===== src/design/pdc_pkg.sv =====
// Package for the two-port direction and data block
// Assumes a classic Wishbone slave with 32-bit data, byte addresses
package pdc_pkg;
  localparam int unsigned ADDR_W          = 8;
  localparam int unsigned PORT_W          = 8;
  // ------------------------------------------------------------
  // Register byte offsets
  // ------------------------------------------------------------
  localparam logic [7:0] OFS_PORT_A_DATA  = 8'h00;
  localparam logic [7:0] OFS_PORT_D_DATA  = 8'h04;
  localparam logic [7:0] OFS_PORT_A_DIR   = 8'h08;
  localparam logic [7:0] OFS_PORT_D_DIR   = 8'h0c;
  localparam logic [7:0] OFS_ANALOG_SEL   = 8'h10;
  localparam logic [7:0] OFS_KEY_WAKE     = 8'h14;
  // ------------------------------------------------------------
  // Reset values and field layout
  // ------------------------------------------------------------
  localparam logic [7:0] RST_DIR          = 8'h00;
  localparam logic [7:0] RST_DATA         = 8'h00;
  localparam logic [4:0] RST_ANALOG_SEL   = 5'h1f;
  localparam logic [3:0] RST_KEY_WAKE     = 4'h0;
  localparam int unsigned ANALOG_SEL_W    = 5;
  localparam int unsigned KEY_WAKE_LSB    = 4;
  localparam int unsigned KEY_WAKE_W      = 4;
  // Port A pins 4..7 carry analog channels 0..3
  localparam int unsigned ANALOG_PIN_LSB  = 4;
  localparam int unsigned ANALOG_CH_CNT   = 4;
endpackage


===== src/design/pdc_port_direction_control.sv =====
// Two 8-bit ports with direction, data, analog and key-wake overrides
// Assumes a classic Wishbone master on SYS_CLK; pins resolved by the bench
//
// Added by the designer: the register offsets and the Wishbone register port.
`timescale 1ns/10ps
// Behaviour
// - Port A direction one enables pin driver
// - Reset clears all port A direction bits
// - Port D direction one enables pin driver
// - Reset clears all port D direction bits
// - Direction registers read back last written value
// - Selected analog channel overrides port A pin
// - Unselected shared pins stay normal port pins
// - Key wake enable overrides port control
module pdc_port_direction_control
  import pdc_pkg::*;
(
  input  wire logic                          SYS_CLK,
  input  wire logic                          RST,
  input  wire logic                          WB_CYC_I,
  input  wire logic                          WB_STB_I,
  input  wire logic                          WB_WE_I,
  input  wire logic [pdc_pkg::ADDR_W-1:0]    WB_ADR_I,
  input  wire logic [3:0]                    WB_SEL_I,
  input  wire logic [31:0]                   WB_DAT_I,
  output logic      [31:0]                   WB_DAT_O,
  output logic                               WB_ACK_O,
  input  wire logic [pdc_pkg::PORT_W-1:0]    PORT_A_IN,
  output logic      [pdc_pkg::PORT_W-1:0]    PORT_A_OUT,
  output logic      [pdc_pkg::PORT_W-1:0]    PORT_A_OE,
  input  wire logic [pdc_pkg::PORT_W-1:0]    PORT_D_PINS_IN,
  output logic      [pdc_pkg::PORT_W-1:0]    PORT_D_PINS_OUT,
  output logic      [pdc_pkg::PORT_W-1:0]    PORT_D_PINS_OE,
  output logic      [pdc_pkg::PORT_W-1:0]    ANALOG_PIN_SEL,
  output logic      [pdc_pkg::PORT_W-1:0]    KEY_WAKE_INPUTS
);
  import pdc_pkg::*;

  // ------------------------------------------------------------
  // Pin input synchronisers
  // ------------------------------------------------------------
  logic [PORT_W-1:0] a_meta_r,  a_sync_r,  d_meta_r,  d_sync_r;

  always_ff @(posedge SYS_CLK) begin
    a_meta_r <= PORT_A_IN;
    a_sync_r <= a_meta_r;
    d_meta_r <= PORT_D_PINS_IN;
    d_sync_r <= d_meta_r;
  end

  // ------------------------------------------------------------
  // Register file and bus slave
  // ------------------------------------------------------------
  logic [PORT_W-1:0]       port_a_direction_r, port_a_direction_nxt;
  logic [PORT_W-1:0]       port_d_direction_r, port_d_direction_nxt;
  logic [PORT_W-1:0]       port_a_data_r,      port_a_data_nxt;
  logic [PORT_W-1:0]       port_d_data_r,      port_d_data_nxt;
  logic [ANALOG_SEL_W-1:0] analog_channel_select_r, analog_channel_select_nxt;
  logic [KEY_WAKE_W-1:0]   key_wake_enable_r,  key_wake_enable_nxt;
  logic                    ack_r,              ack_nxt;
  logic [31:0]             rdata_r,            rdata_nxt;
  logic                    wr_hit;

  // Pin value seen by a read: output latch where the direction bit is one, else pin level
  function automatic logic [PORT_W-1:0] pin_view(input logic [PORT_W-1:0] dir,
                                                 input logic [PORT_W-1:0] dat,
                                                 input logic [PORT_W-1:0] pin);
    pin_view = (dir & dat) | (~dir & pin);
  endfunction

  // Shared port A pins taken over by a peripheral
  function automatic logic [PORT_W-1:0] analog_mask(input logic [ANALOG_SEL_W-1:0] sel);
    analog_mask = '0;
    if (sel < ANALOG_SEL_W'(ANALOG_CH_CNT)) begin
      analog_mask[ANALOG_PIN_LSB + 32'(sel)] = 1'b1;
    end
  endfunction

  always_comb begin
    port_a_direction_nxt      = port_a_direction_r;
    port_d_direction_nxt      = port_d_direction_r;
    port_a_data_nxt           = port_a_data_r;
    port_d_data_nxt           = port_d_data_r;
    analog_channel_select_nxt = analog_channel_select_r;
    key_wake_enable_nxt       = key_wake_enable_r;
    ack_nxt                   = 1'b0;
    rdata_nxt                 = rdata_r;
    wr_hit                    = WB_CYC_I && WB_STB_I && !ack_r && WB_WE_I && WB_SEL_I[0];
    if (WB_CYC_I && WB_STB_I && !ack_r) begin
      ack_nxt   = 1'b1;
      rdata_nxt = 32'h0000_0000;
      unique case (WB_ADR_I)
        OFS_PORT_A_DATA: rdata_nxt[7:0] = pin_view(port_a_direction_r, port_a_data_r,
                                                   a_sync_r);
        OFS_PORT_D_DATA: rdata_nxt[7:0] = pin_view(port_d_direction_r, port_d_data_r,
                                                   d_sync_r);
        OFS_PORT_A_DIR:  rdata_nxt[7:0] = port_a_direction_r;
        OFS_PORT_D_DIR:  rdata_nxt[7:0] = port_d_direction_r;
        OFS_ANALOG_SEL:  rdata_nxt[4:0] = analog_channel_select_r;
        OFS_KEY_WAKE:    rdata_nxt[7:4] = key_wake_enable_r;
        default:         rdata_nxt      = 32'h0000_0000;
      endcase
      if (wr_hit) begin
        unique case (WB_ADR_I)
          OFS_PORT_A_DATA: port_a_data_nxt           = WB_DAT_I[7:0];
          OFS_PORT_D_DATA: port_d_data_nxt           = WB_DAT_I[7:0];
          OFS_PORT_A_DIR:  port_a_direction_nxt      = WB_DAT_I[7:0];
          OFS_PORT_D_DIR:  port_d_direction_nxt      = WB_DAT_I[7:0];
          OFS_ANALOG_SEL:  analog_channel_select_nxt = WB_DAT_I[4:0];
          OFS_KEY_WAKE:    key_wake_enable_nxt       = WB_DAT_I[7:4];
          default:         port_a_data_nxt           = port_a_data_r;
        endcase
      end
    end
  end

  always_ff @(posedge SYS_CLK) begin
    if (RST) begin
      port_a_direction_r      <= RST_DIR;
      port_d_direction_r      <= RST_DIR;
      port_a_data_r           <= RST_DATA;
      port_d_data_r           <= RST_DATA;
      analog_channel_select_r <= RST_ANALOG_SEL;
      key_wake_enable_r       <= RST_KEY_WAKE;
      ack_r                   <= 1'b0;
      rdata_r                 <= 32'h0000_0000;
    end else begin
      port_a_direction_r      <= port_a_direction_nxt;
      port_d_direction_r      <= port_d_direction_nxt;
      port_a_data_r           <= port_a_data_nxt;
      port_d_data_r           <= port_d_data_nxt;
      analog_channel_select_r <= analog_channel_select_nxt;
      key_wake_enable_r       <= key_wake_enable_nxt;
      ack_r                   <= ack_nxt;
      rdata_r                 <= rdata_nxt;
    end
  end

  assign WB_ACK_O = ack_r;
  assign WB_DAT_O = rdata_r;

  // ------------------------------------------------------------
  // Pin drivers with peripheral overrides
  // ------------------------------------------------------------
  logic [PORT_W-1:0] a_oe_r, a_oe_nxt, a_out_r, a_out_nxt;
  logic [PORT_W-1:0] d_oe_r, d_oe_nxt, d_out_r, d_out_nxt;
  logic [PORT_W-1:0] an_sel_r, an_sel_nxt, kw_r, kw_nxt;

  always_comb begin
    an_sel_nxt = analog_mask(analog_channel_select_nxt);
    // Key wake pins are port D pins 7..4
    kw_nxt     = {key_wake_enable_nxt, {KEY_WAKE_LSB{1'b0}}};
    a_oe_nxt   = port_a_direction_nxt & ~an_sel_nxt;
    a_out_nxt  = port_a_data_nxt & a_oe_nxt;
    d_oe_nxt   = port_d_direction_nxt & ~kw_nxt;
    d_out_nxt  = port_d_data_nxt & d_oe_nxt;
  end

  always_ff @(posedge SYS_CLK) begin
    if (RST) begin
      a_oe_r   <= RST_DIR;
      a_out_r  <= RST_DATA;
      d_oe_r   <= RST_DIR;
      d_out_r  <= RST_DATA;
      an_sel_r <= 8'h00;
      kw_r     <= 8'h00;
    end else begin
      a_oe_r   <= a_oe_nxt;
      a_out_r  <= a_out_nxt;
      d_oe_r   <= d_oe_nxt;
      d_out_r  <= d_out_nxt;
      an_sel_r <= an_sel_nxt;
      kw_r     <= kw_nxt;
    end
  end

  assign PORT_A_OE       = a_oe_r;
  assign PORT_A_OUT      = a_out_r;
  assign PORT_D_PINS_OE  = d_oe_r;
  assign PORT_D_PINS_OUT = d_out_r;
  assign ANALOG_PIN_SEL  = an_sel_r;
  assign KEY_WAKE_INPUTS = kw_r;
endmodule


===== config.mk =====
export PLATFORM = sky130hd
export DESIGN_NAME = pdc_port_direction_control
export DESIGN_NICKNAME = d
export VERILOG_FILES = /design/src/design/pdc_pkg.sv /design/src/design/pdc_port_direction_control.sv
export SDC_FILE = /design/constraint.sdc
export NUM_CORES = 1
export LEC_CHECK = 0
export BUFFER_PORTS_ARGS = -buffer_cell sky130_fd_sc_hd__buf_2
export CORE_MARGIN = 2
export CORE_UTILIZATION = 45
export CTS_BUF_LIST = sky130_fd_sc_hd__clkbuf_16
export CTS_CLUSTER_SIZE = 16
export DETAILED_ROUTE_END_ITERATION = 7
export GPL_TIMING_DRIVEN = 0
export PLACE_DENSITY_LB_ADDON = 0.08
export SYNTH_ARGS = -nofsm -noshare
export SYNTH_HDL_FRONTEND = slang
export SYNTH_SLANG_ARGS = --single-unit

===== constraint.sdc =====
create_clock -name SYS_CLK -period 4.3 [get_ports SYS_CLK]
set_input_delay 0.215 -clock SYS_CLK [delete_from_list [all_inputs] [get_ports SYS_CLK]]
set_output_delay 0.215 -clock SYS_CLK [all_outputs]
set_load 0.01 [all_outputs]

==> flow_summary.ini, run 1 <==
[timing]
timing.final.crit_share = 0.7863
finalSetupTns_ns = 0
hold_violations = 0
setup_viol = 0
rsz0062_at_grt = false
timing.hold.ws_ns = 0.1830
finalMaxSlewViolations = 0
fmax_mhz = 295.8
min_period_ns = 3.381
timing.final.ws_setup_ns = 0.9189
worstMarginPinSlew_ns = 0.9768
clock_skew_ns = 0.005752
slew_headroom = 0.3434

[global_routing]
grt_pass1_vias = 3814
grt_usage = 0.2284
overflow = 0
grt_antenna_before_repair = 0
grt_pass1_wl_mm = 19.55
grt_max_degree = 17

[final_layout]
layout-drive-gt1-share = 0.2622
n_antenna_cell = 0
nets = 691
fin_util = 0.6112
syn_to_final_growth_pct = 31.72

[clock_network]
path_clk_slew_ns = 0.05
cts_buffers = 17
cts-root-buf = clkbuf_16
cts.sinks = 118
cts_buffer_depth = 2
htree_num_levels = 4
cts_tree = done
clock_latency_ns = 0.41

[hold_path]
hold_class = in2reg
holdCritStartpoint = WB_DAT_I[1]
hold_end = ANALOG_PIN_SEL[5]$_SDFF_PP0_
holdPathStages = 4

[logic_synthesis]
synthTopCellsByCount = 118 x dfxtp_1, 60 x nor2_1, 38 x nand2_1, 35 x mux2i_1, 34 x buf_4
yosysTopAreaCell = dfxtp_1
yosysSeqAreaShare = 0.5208
synth_edf_count = 0
ys.flop_type = dfxtp_1
synth_cells = 474
synth_warnings = 0
synth_most_common_cell = dfxtp_1
syn_avg_cell_area_um2 = 9.569
synth_seq_cells = 118
synthDistinctLibCells = 44
async_flop_share = 0
ys_top_cells_by_area = dfxtp_1 52%, mux2i_1 7.7%, buf_4 5.6%, nor2_1 5.0%, a21oi_1 3.3%
synth_top_cell_area_share = 0.5208
netlist_area_mm2 = 0.004536

[placement]
globalplace.congestion = 0.9004
preCtsSetupSlack_ns = 0.7060
hpwl_mm = 8.412
portBuffers = 85

[detailed_routing]
vias = 3914
antenna_left = 0
wl_per_cell_um = 15.57
wirelength_mm = 11.99
dr.pass1.iters = 5
drc = 0
viasPerCell = 5.083
drtIter0Drc = 242

[floorplanning]
initial_core_util = 0.4640
ioPinCount = 146
die_area_mm2 = 0.01090
die_w_um = 104.4
rows = 36
dieHeight_um = 104.4
core_area_mm2 = 0.009774

[pwr]
power.density_mw_per_mm2 = 441.7
ir_drop_mv = 0.3326
p_total_uw = 2639
leakage_uw = 0.002514

[setup_path]
rr_worst_depth = 10
cpPeakStageDelay_ns = 0.74
crit_required_ns = 4.54
r2r_end = PORT_A_OE[7]$_SDFF_PP0_
critPathMaxFanout = 10
critPathArrivalTime_ns = 3.62
startpoint_type = flip-flop
reg2reg_from = WB_ACK_O$_SDFF_PP0_
cpMaxStageDelayCell = o41ai_1
crit_top_cell = nand2_1
crit_path_end_kind = flip-flop
worstSetupPathType = reg2reg
r2r_setup_slack_ns = 0.92
crit_path_cell_trace = nand3b_1 -> or4_1 -> buf_2 -> nand2_1 -> nand2_1 -> ha_1 -> nor4_1 -> nand2_1 -> o41ai_1 -> nor3_1

[outcome]
status = finished, final reports clean

[job]
drv_cap = 0
-- logic make-up after synthesis --
family                     count (synthesis)  synth area share
adders and majority gates                  1          0.002758
and+or+nand+nor                          174            0.2088
buffers and inverters                     63           0.08358
DFF                                      118            0.5208
AOI/OAI and AO/OA                         81            0.1034
muxes                                     36           0.07972
other                                      1         0.0008268
-- through the flow --
stage	std cells	cell area [µm²]
after floorplan	505	4652
after CTS	770	5974
final	770	5974
after global routing	770	5974
after detailed placement	723	5244
after global placement	723	5244
-- power by group --
| part | total, µW | switching (µW) | internal (µW) |
|---|---|---|---|
| registers | 1130 | 7.71 | 1120 |
| clock network | 1370 | 476 | 891 |
| logic | 146 | 87.7 | 58.3 |
| total | 2640 | 572 | 2070 |
-- area by class of cell --
cell class	instances	area [µm²]
multi-input combinational	324	1911
inverter	4	15.01
clock buffer	17	425.4
buffer	59	364.1
timing repair buffer	101	585.6
tap	133	166.4
sequential	118	2362
clock inverter	14	145.1
fill	852	3800
-- cell usage in the layout (no fill, tap or decap), drive strengths merged, types with 3 or more instances in the layout --
cell,Yosys,routed
nor4b,4,4
buf,42,127
o22ai,10,10
a21oi,30,30
dfxtp,118,118
nand2,38,38
inv,4,7
nand3,11,11
dlygate4sd3,0,16
clkbuf,17,34
o21ai,23,23
conb,1,32
nor4,14,14
nor2b,3,3
o41ai,3,3
bufinv,0,3
mux2i,35,35
or3,3,3
a31oi,6,6
and2,4,4
or4,4,4
nor2,60,60
nand3b,5,5
clkinv,0,6
nor3,18,18
-- how the worst max path moves through the flow --
stage                                   start                       to  slack [ns]
final                     WB_ACK_O$_SDFF_PP0_  PORT_A_OE[7]$_SDFF_PP0_        0.92
after global routing      WB_ACK_O$_SDFF_PP0_  PORT_A_OE[5]$_SDFF_PP0_        0.68
after CTS                 WB_ACK_O$_SDFF_PP0_  PORT_A_OE[7]$_SDFF_PP0_        0.99
after detailed placement          WB_ADR_I[5]  PORT_A_OE[7]$_SDFF_PP0_        0.71
after global placement            WB_ADR_I[5]  PORT_A_OE[7]$_SDFF_PP0_        0.73
after floorplan                   WB_ADR_I[5]  PORT_A_OE[5]$_SDFF_PP0_        1.35
-- critical path: cells and delay by family, from the launching register on --
family | cells | cell delay (ns)
adder cells (fa/ha/maj) | 1 | 0.31
flip-flops | 1 | 0.31
buffers and inverters | 1 | 0.19
AO/OA/AOI/OAI | 1 | 0.74
AND/OR/NAND/NOR | 7 | 1.65
-- metal layers --
metal | up-vias | global-route usage | wire, µm | share of wire
li1 | 1906 | - | - | -
met1 | 1835 | 0.3013 | 5414 | 0.45
met2 | 158 | 0.3665 | 5588 | 0.47
met3 | 15 | 0.04762 | 834 | 0.070
met4 | 0 | 0.08784 | 150 | 0.013
met5 | - | 0 | 0 | 0
-- what timing repair did --
item / CTS / global route
gates resized for setup: 0 / 0
hold buffers: 16 / 0
buffers inserted: 0 / 0
hold endpoints to repair: 16 / 0
No activity file was read; power rests on OpenSTA's default activity.
==> run 2: changes to the inputs <==
Settings changed: ABC_AREA from default to 1.
Clock period 4.3 ns to 2.9 ns, I/O delays scaled along.
==> flow_summary.ini, run 2 <==
[pwr]
ir_drop_mv = 0.4803
power.density_mw_per_mm2 = 667.4
p_total_uw = 3870
leakage_uw = 0.002898

[job]
drv_cap = 0

[detailed_routing]
wl_per_cell_um = 13.09
vias = 3757
wirelength_mm = 10.72
drtIter0Drc = 148
dr.pass1.iters = 5
drc = 0
antenna_left = 0
viasPerCell = 4.587

[placement]
portBuffers = 89
globalplace.congestion = 0.8471
hpwl_mm = 7.588
dpl_cell_area_mm2 = 0.005060

[floorplanning]
ioPinCount = 146
die_w_um = 102.2
initial_core_util = 0.4671
core_area_mm2 = 0.009284
rows = 35
die_area_mm2 = 0.01044
dieHeight_um = 102.2

[setup_path]
r2r_setup_slack_ns = 0.88
critPathArrivalTime_ns = 2.32
rr_worst_depth = 13
r2r_end = PORT_A_OUT[5]$_SDFF_PP0_
crit_cells = 13
cpMaxStageDelayCell = dfxtp_1
setup.worst_path.end = PORT_A_OUT[5]$_SDFF_PP0_
startpoint_type = flip-flop
startpoint = WB_ACK_O$_SDFF_PP0_
cpPeakStageDelay_ns = 0.30
critPathMaxFanout = 10
crit_buf_inv = 3
crit_required_ns = 3.20
crit_family = simple AND/OR/NAND/NOR gates
reg2reg_from = WB_ACK_O$_SDFF_PP0_
crit_path_cell_trace = nand3b_4 -> nor2_4 -> buf_6 -> nand3_2 -> nand2_2 -> ha_1 -> inv_1 -> nand3_1 -> nand2_1 -> inv_1 -> nand3_2 -> nor2_1 -> nor2_1
crit_path_end_kind = flip-flop
worstSetupPathType = reg2reg

[timing]
clock_skew_ns = 0.01297
setup_viol = 0
worstMarginPinSlew_ns = 0.5788
slew_headroom = 0.6141
hold_violations = 0
fmax_mhz = 495.1
finalMaxSlewViolations = 0
timing.hold.ws_ns = 0.06958
finalSetupTns_ns = 0
rsz0062_at_grt = false
min_period_ns = 2.020
timing.final.crit_share = 0.6964

[logic_synthesis]
synthMuxAreaShare = 0.006924
synthAdderAreaFrac = 0.002885
synth_cells = 522
netlist_area_mm2 = 0.004337
async_flop_share = 0
syn_avg_cell_area_um2 = 8.308
synth_top_family_by_area = simple AND/OR/NAND/NOR gates
synth_seq_cells = 118
ys_top_cells_by_area = dfxtp_1 54%, nand2_1 8.4%, nor2_1 6.8%, buf_4 5.5%, o21ai_0 4.8%
synth_top_cell_area_share = 0.5447
synth_warnings = 0
synth_compound_area_frac = 0.09031
synthTopCellsByCount = 118 x dfxtp_1, 97 x nand2_1, 78 x nor2_1, 46 x inv_1, 42 x o21ai_0
synth_most_common_cell = dfxtp_1
ys.flop_type = dfxtp_1
synthDistinctLibCells = 32
synth_edf_count = 0
yosysTopAreaCell = dfxtp_1
yosysSeqAreaShare = 0.5447
synth-simple-area-share = 0.2369
synth_xor_area_frac = 0

[clock_network]
cts_tree = done
cts.sinks = 118
clock_latency_ns = 0.41
path_clk_slew_ns = 0.06
cts_setup_buffers = 0
cts-root-buf = clkbuf_16
cts_buffers = 17
cts_buffer_depth = 2
htree_num_levels = 4

[global_routing]
grt_antenna_before_repair = 0
grt_pass1_vias = 3622
overflow = 0
grt_max_degree = 17
grt_usage = 0.2177
grt_pass1_wl_mm = 16.99

[final_layout]
num-fill-cells = 841
final_common_cell = dfxtp_1
syn_to_final_growth_pct = 33.73
final_cell_mix = 118 x dfxtp_1, 97 x nand2_1, 94 x buf_2
layout-drive-gt1-share = 0.2696
n_antenna_cell = 0
nets = 743
final_area_mm2 = 0.005799

[hold_path]
hold_class = in2reg

[outcome]
status = finished, final reports clean
[run 2: logic make-up after synthesis]
group	count (synthesis)
flops	118
other cells	1
mux	3
compound gates	73
buf+inv	96
fa+ha+maj	1
simple gates	230
[run 2: how the worst min path moves through the flow]
stage | start | endpoint | slack, ns | depth (start not counted)
2_1_floorplan | PORT_A_IN[0] | a_meta_r[0]$_DFF_P_ | 0.17 | 0
3_3_place_gp | PORT_A_IN[5] | a_meta_r[5]$_DFF_P_ | 0.25 | 1
3_5_place_dp | PORT_D_PINS_IN[4] | d_meta_r[4]$_DFF_P_ | 0.25 | 1
4_1_cts | RST | PORT_D_PINS_OUT[7]$_SDFF_PP0_ | 0.07 | 2
5_1_grt | RST | PORT_D_PINS_OUT[7]$_SDFF_PP0_ | 0.07 | 2
6_report | RST | PORT_D_PINS_OUT[7]$_SDFF_PP0_ | 0.07 | 2
[run 2: power breakdown]
part	internal [µW]	switching, µW	leakage, µW
clock	1270	760	0.000281
sequential	1660	11.7	0.000966
combinational	79.9	97.1	0.00165
total	3000	868	0.00290
[run 2: final cells by class]
| class | count | area [µm²] | area share |
|---|---|---|---|
| flip-flops and latches | 118 | 2362 | 0.4073 |
| repair buffers | 105 | 605.6 | 0.1044 |
| clock buffers | 17 | 425.4 | 0.07335 |
| inverters | 50 | 187.7 | 0.03236 |
| well taps | 129 | 161.4 | 0.02783 |
| multi-input cells | 339 | 1582 | 0.2727 |
| clock inverters | 15 | 153.9 | 0.02654 |
| plain buffers | 46 | 321.6 | 0.05545 |
[run 2: per-layer routing]
metal | share of wire | vias to the layer above | track usage | wire length [µm]
met1 | 0.42 | 1701 | 0.2465 | 4533
met3 | 0.067 | 8 | 0.06635 | 723
met2 | 0.50 | 129 | 0.3912 | 5344
met4 | 0.011 | 0 | 0.07077 | 122
met5 | 0 | - | 0 | 0
li1 | - | 1919 | - | -
[run 2: through the flow]
stage               cells    util  setup slack (ns)
floorplan             553       -             1.134
global placement      771  0.5450            0.8912
detailed placement    771  0.5450            0.8594
CTS                   819  0.6247            0.8674
global route          819  0.6247            0.6502
finish                819  0.6247            0.8803
[run 2: timing repair]
action                                 CTS  global route
hold buffers                            16             0
gates resized for setup                  0             0
endpoints found under the hold margin   16             0
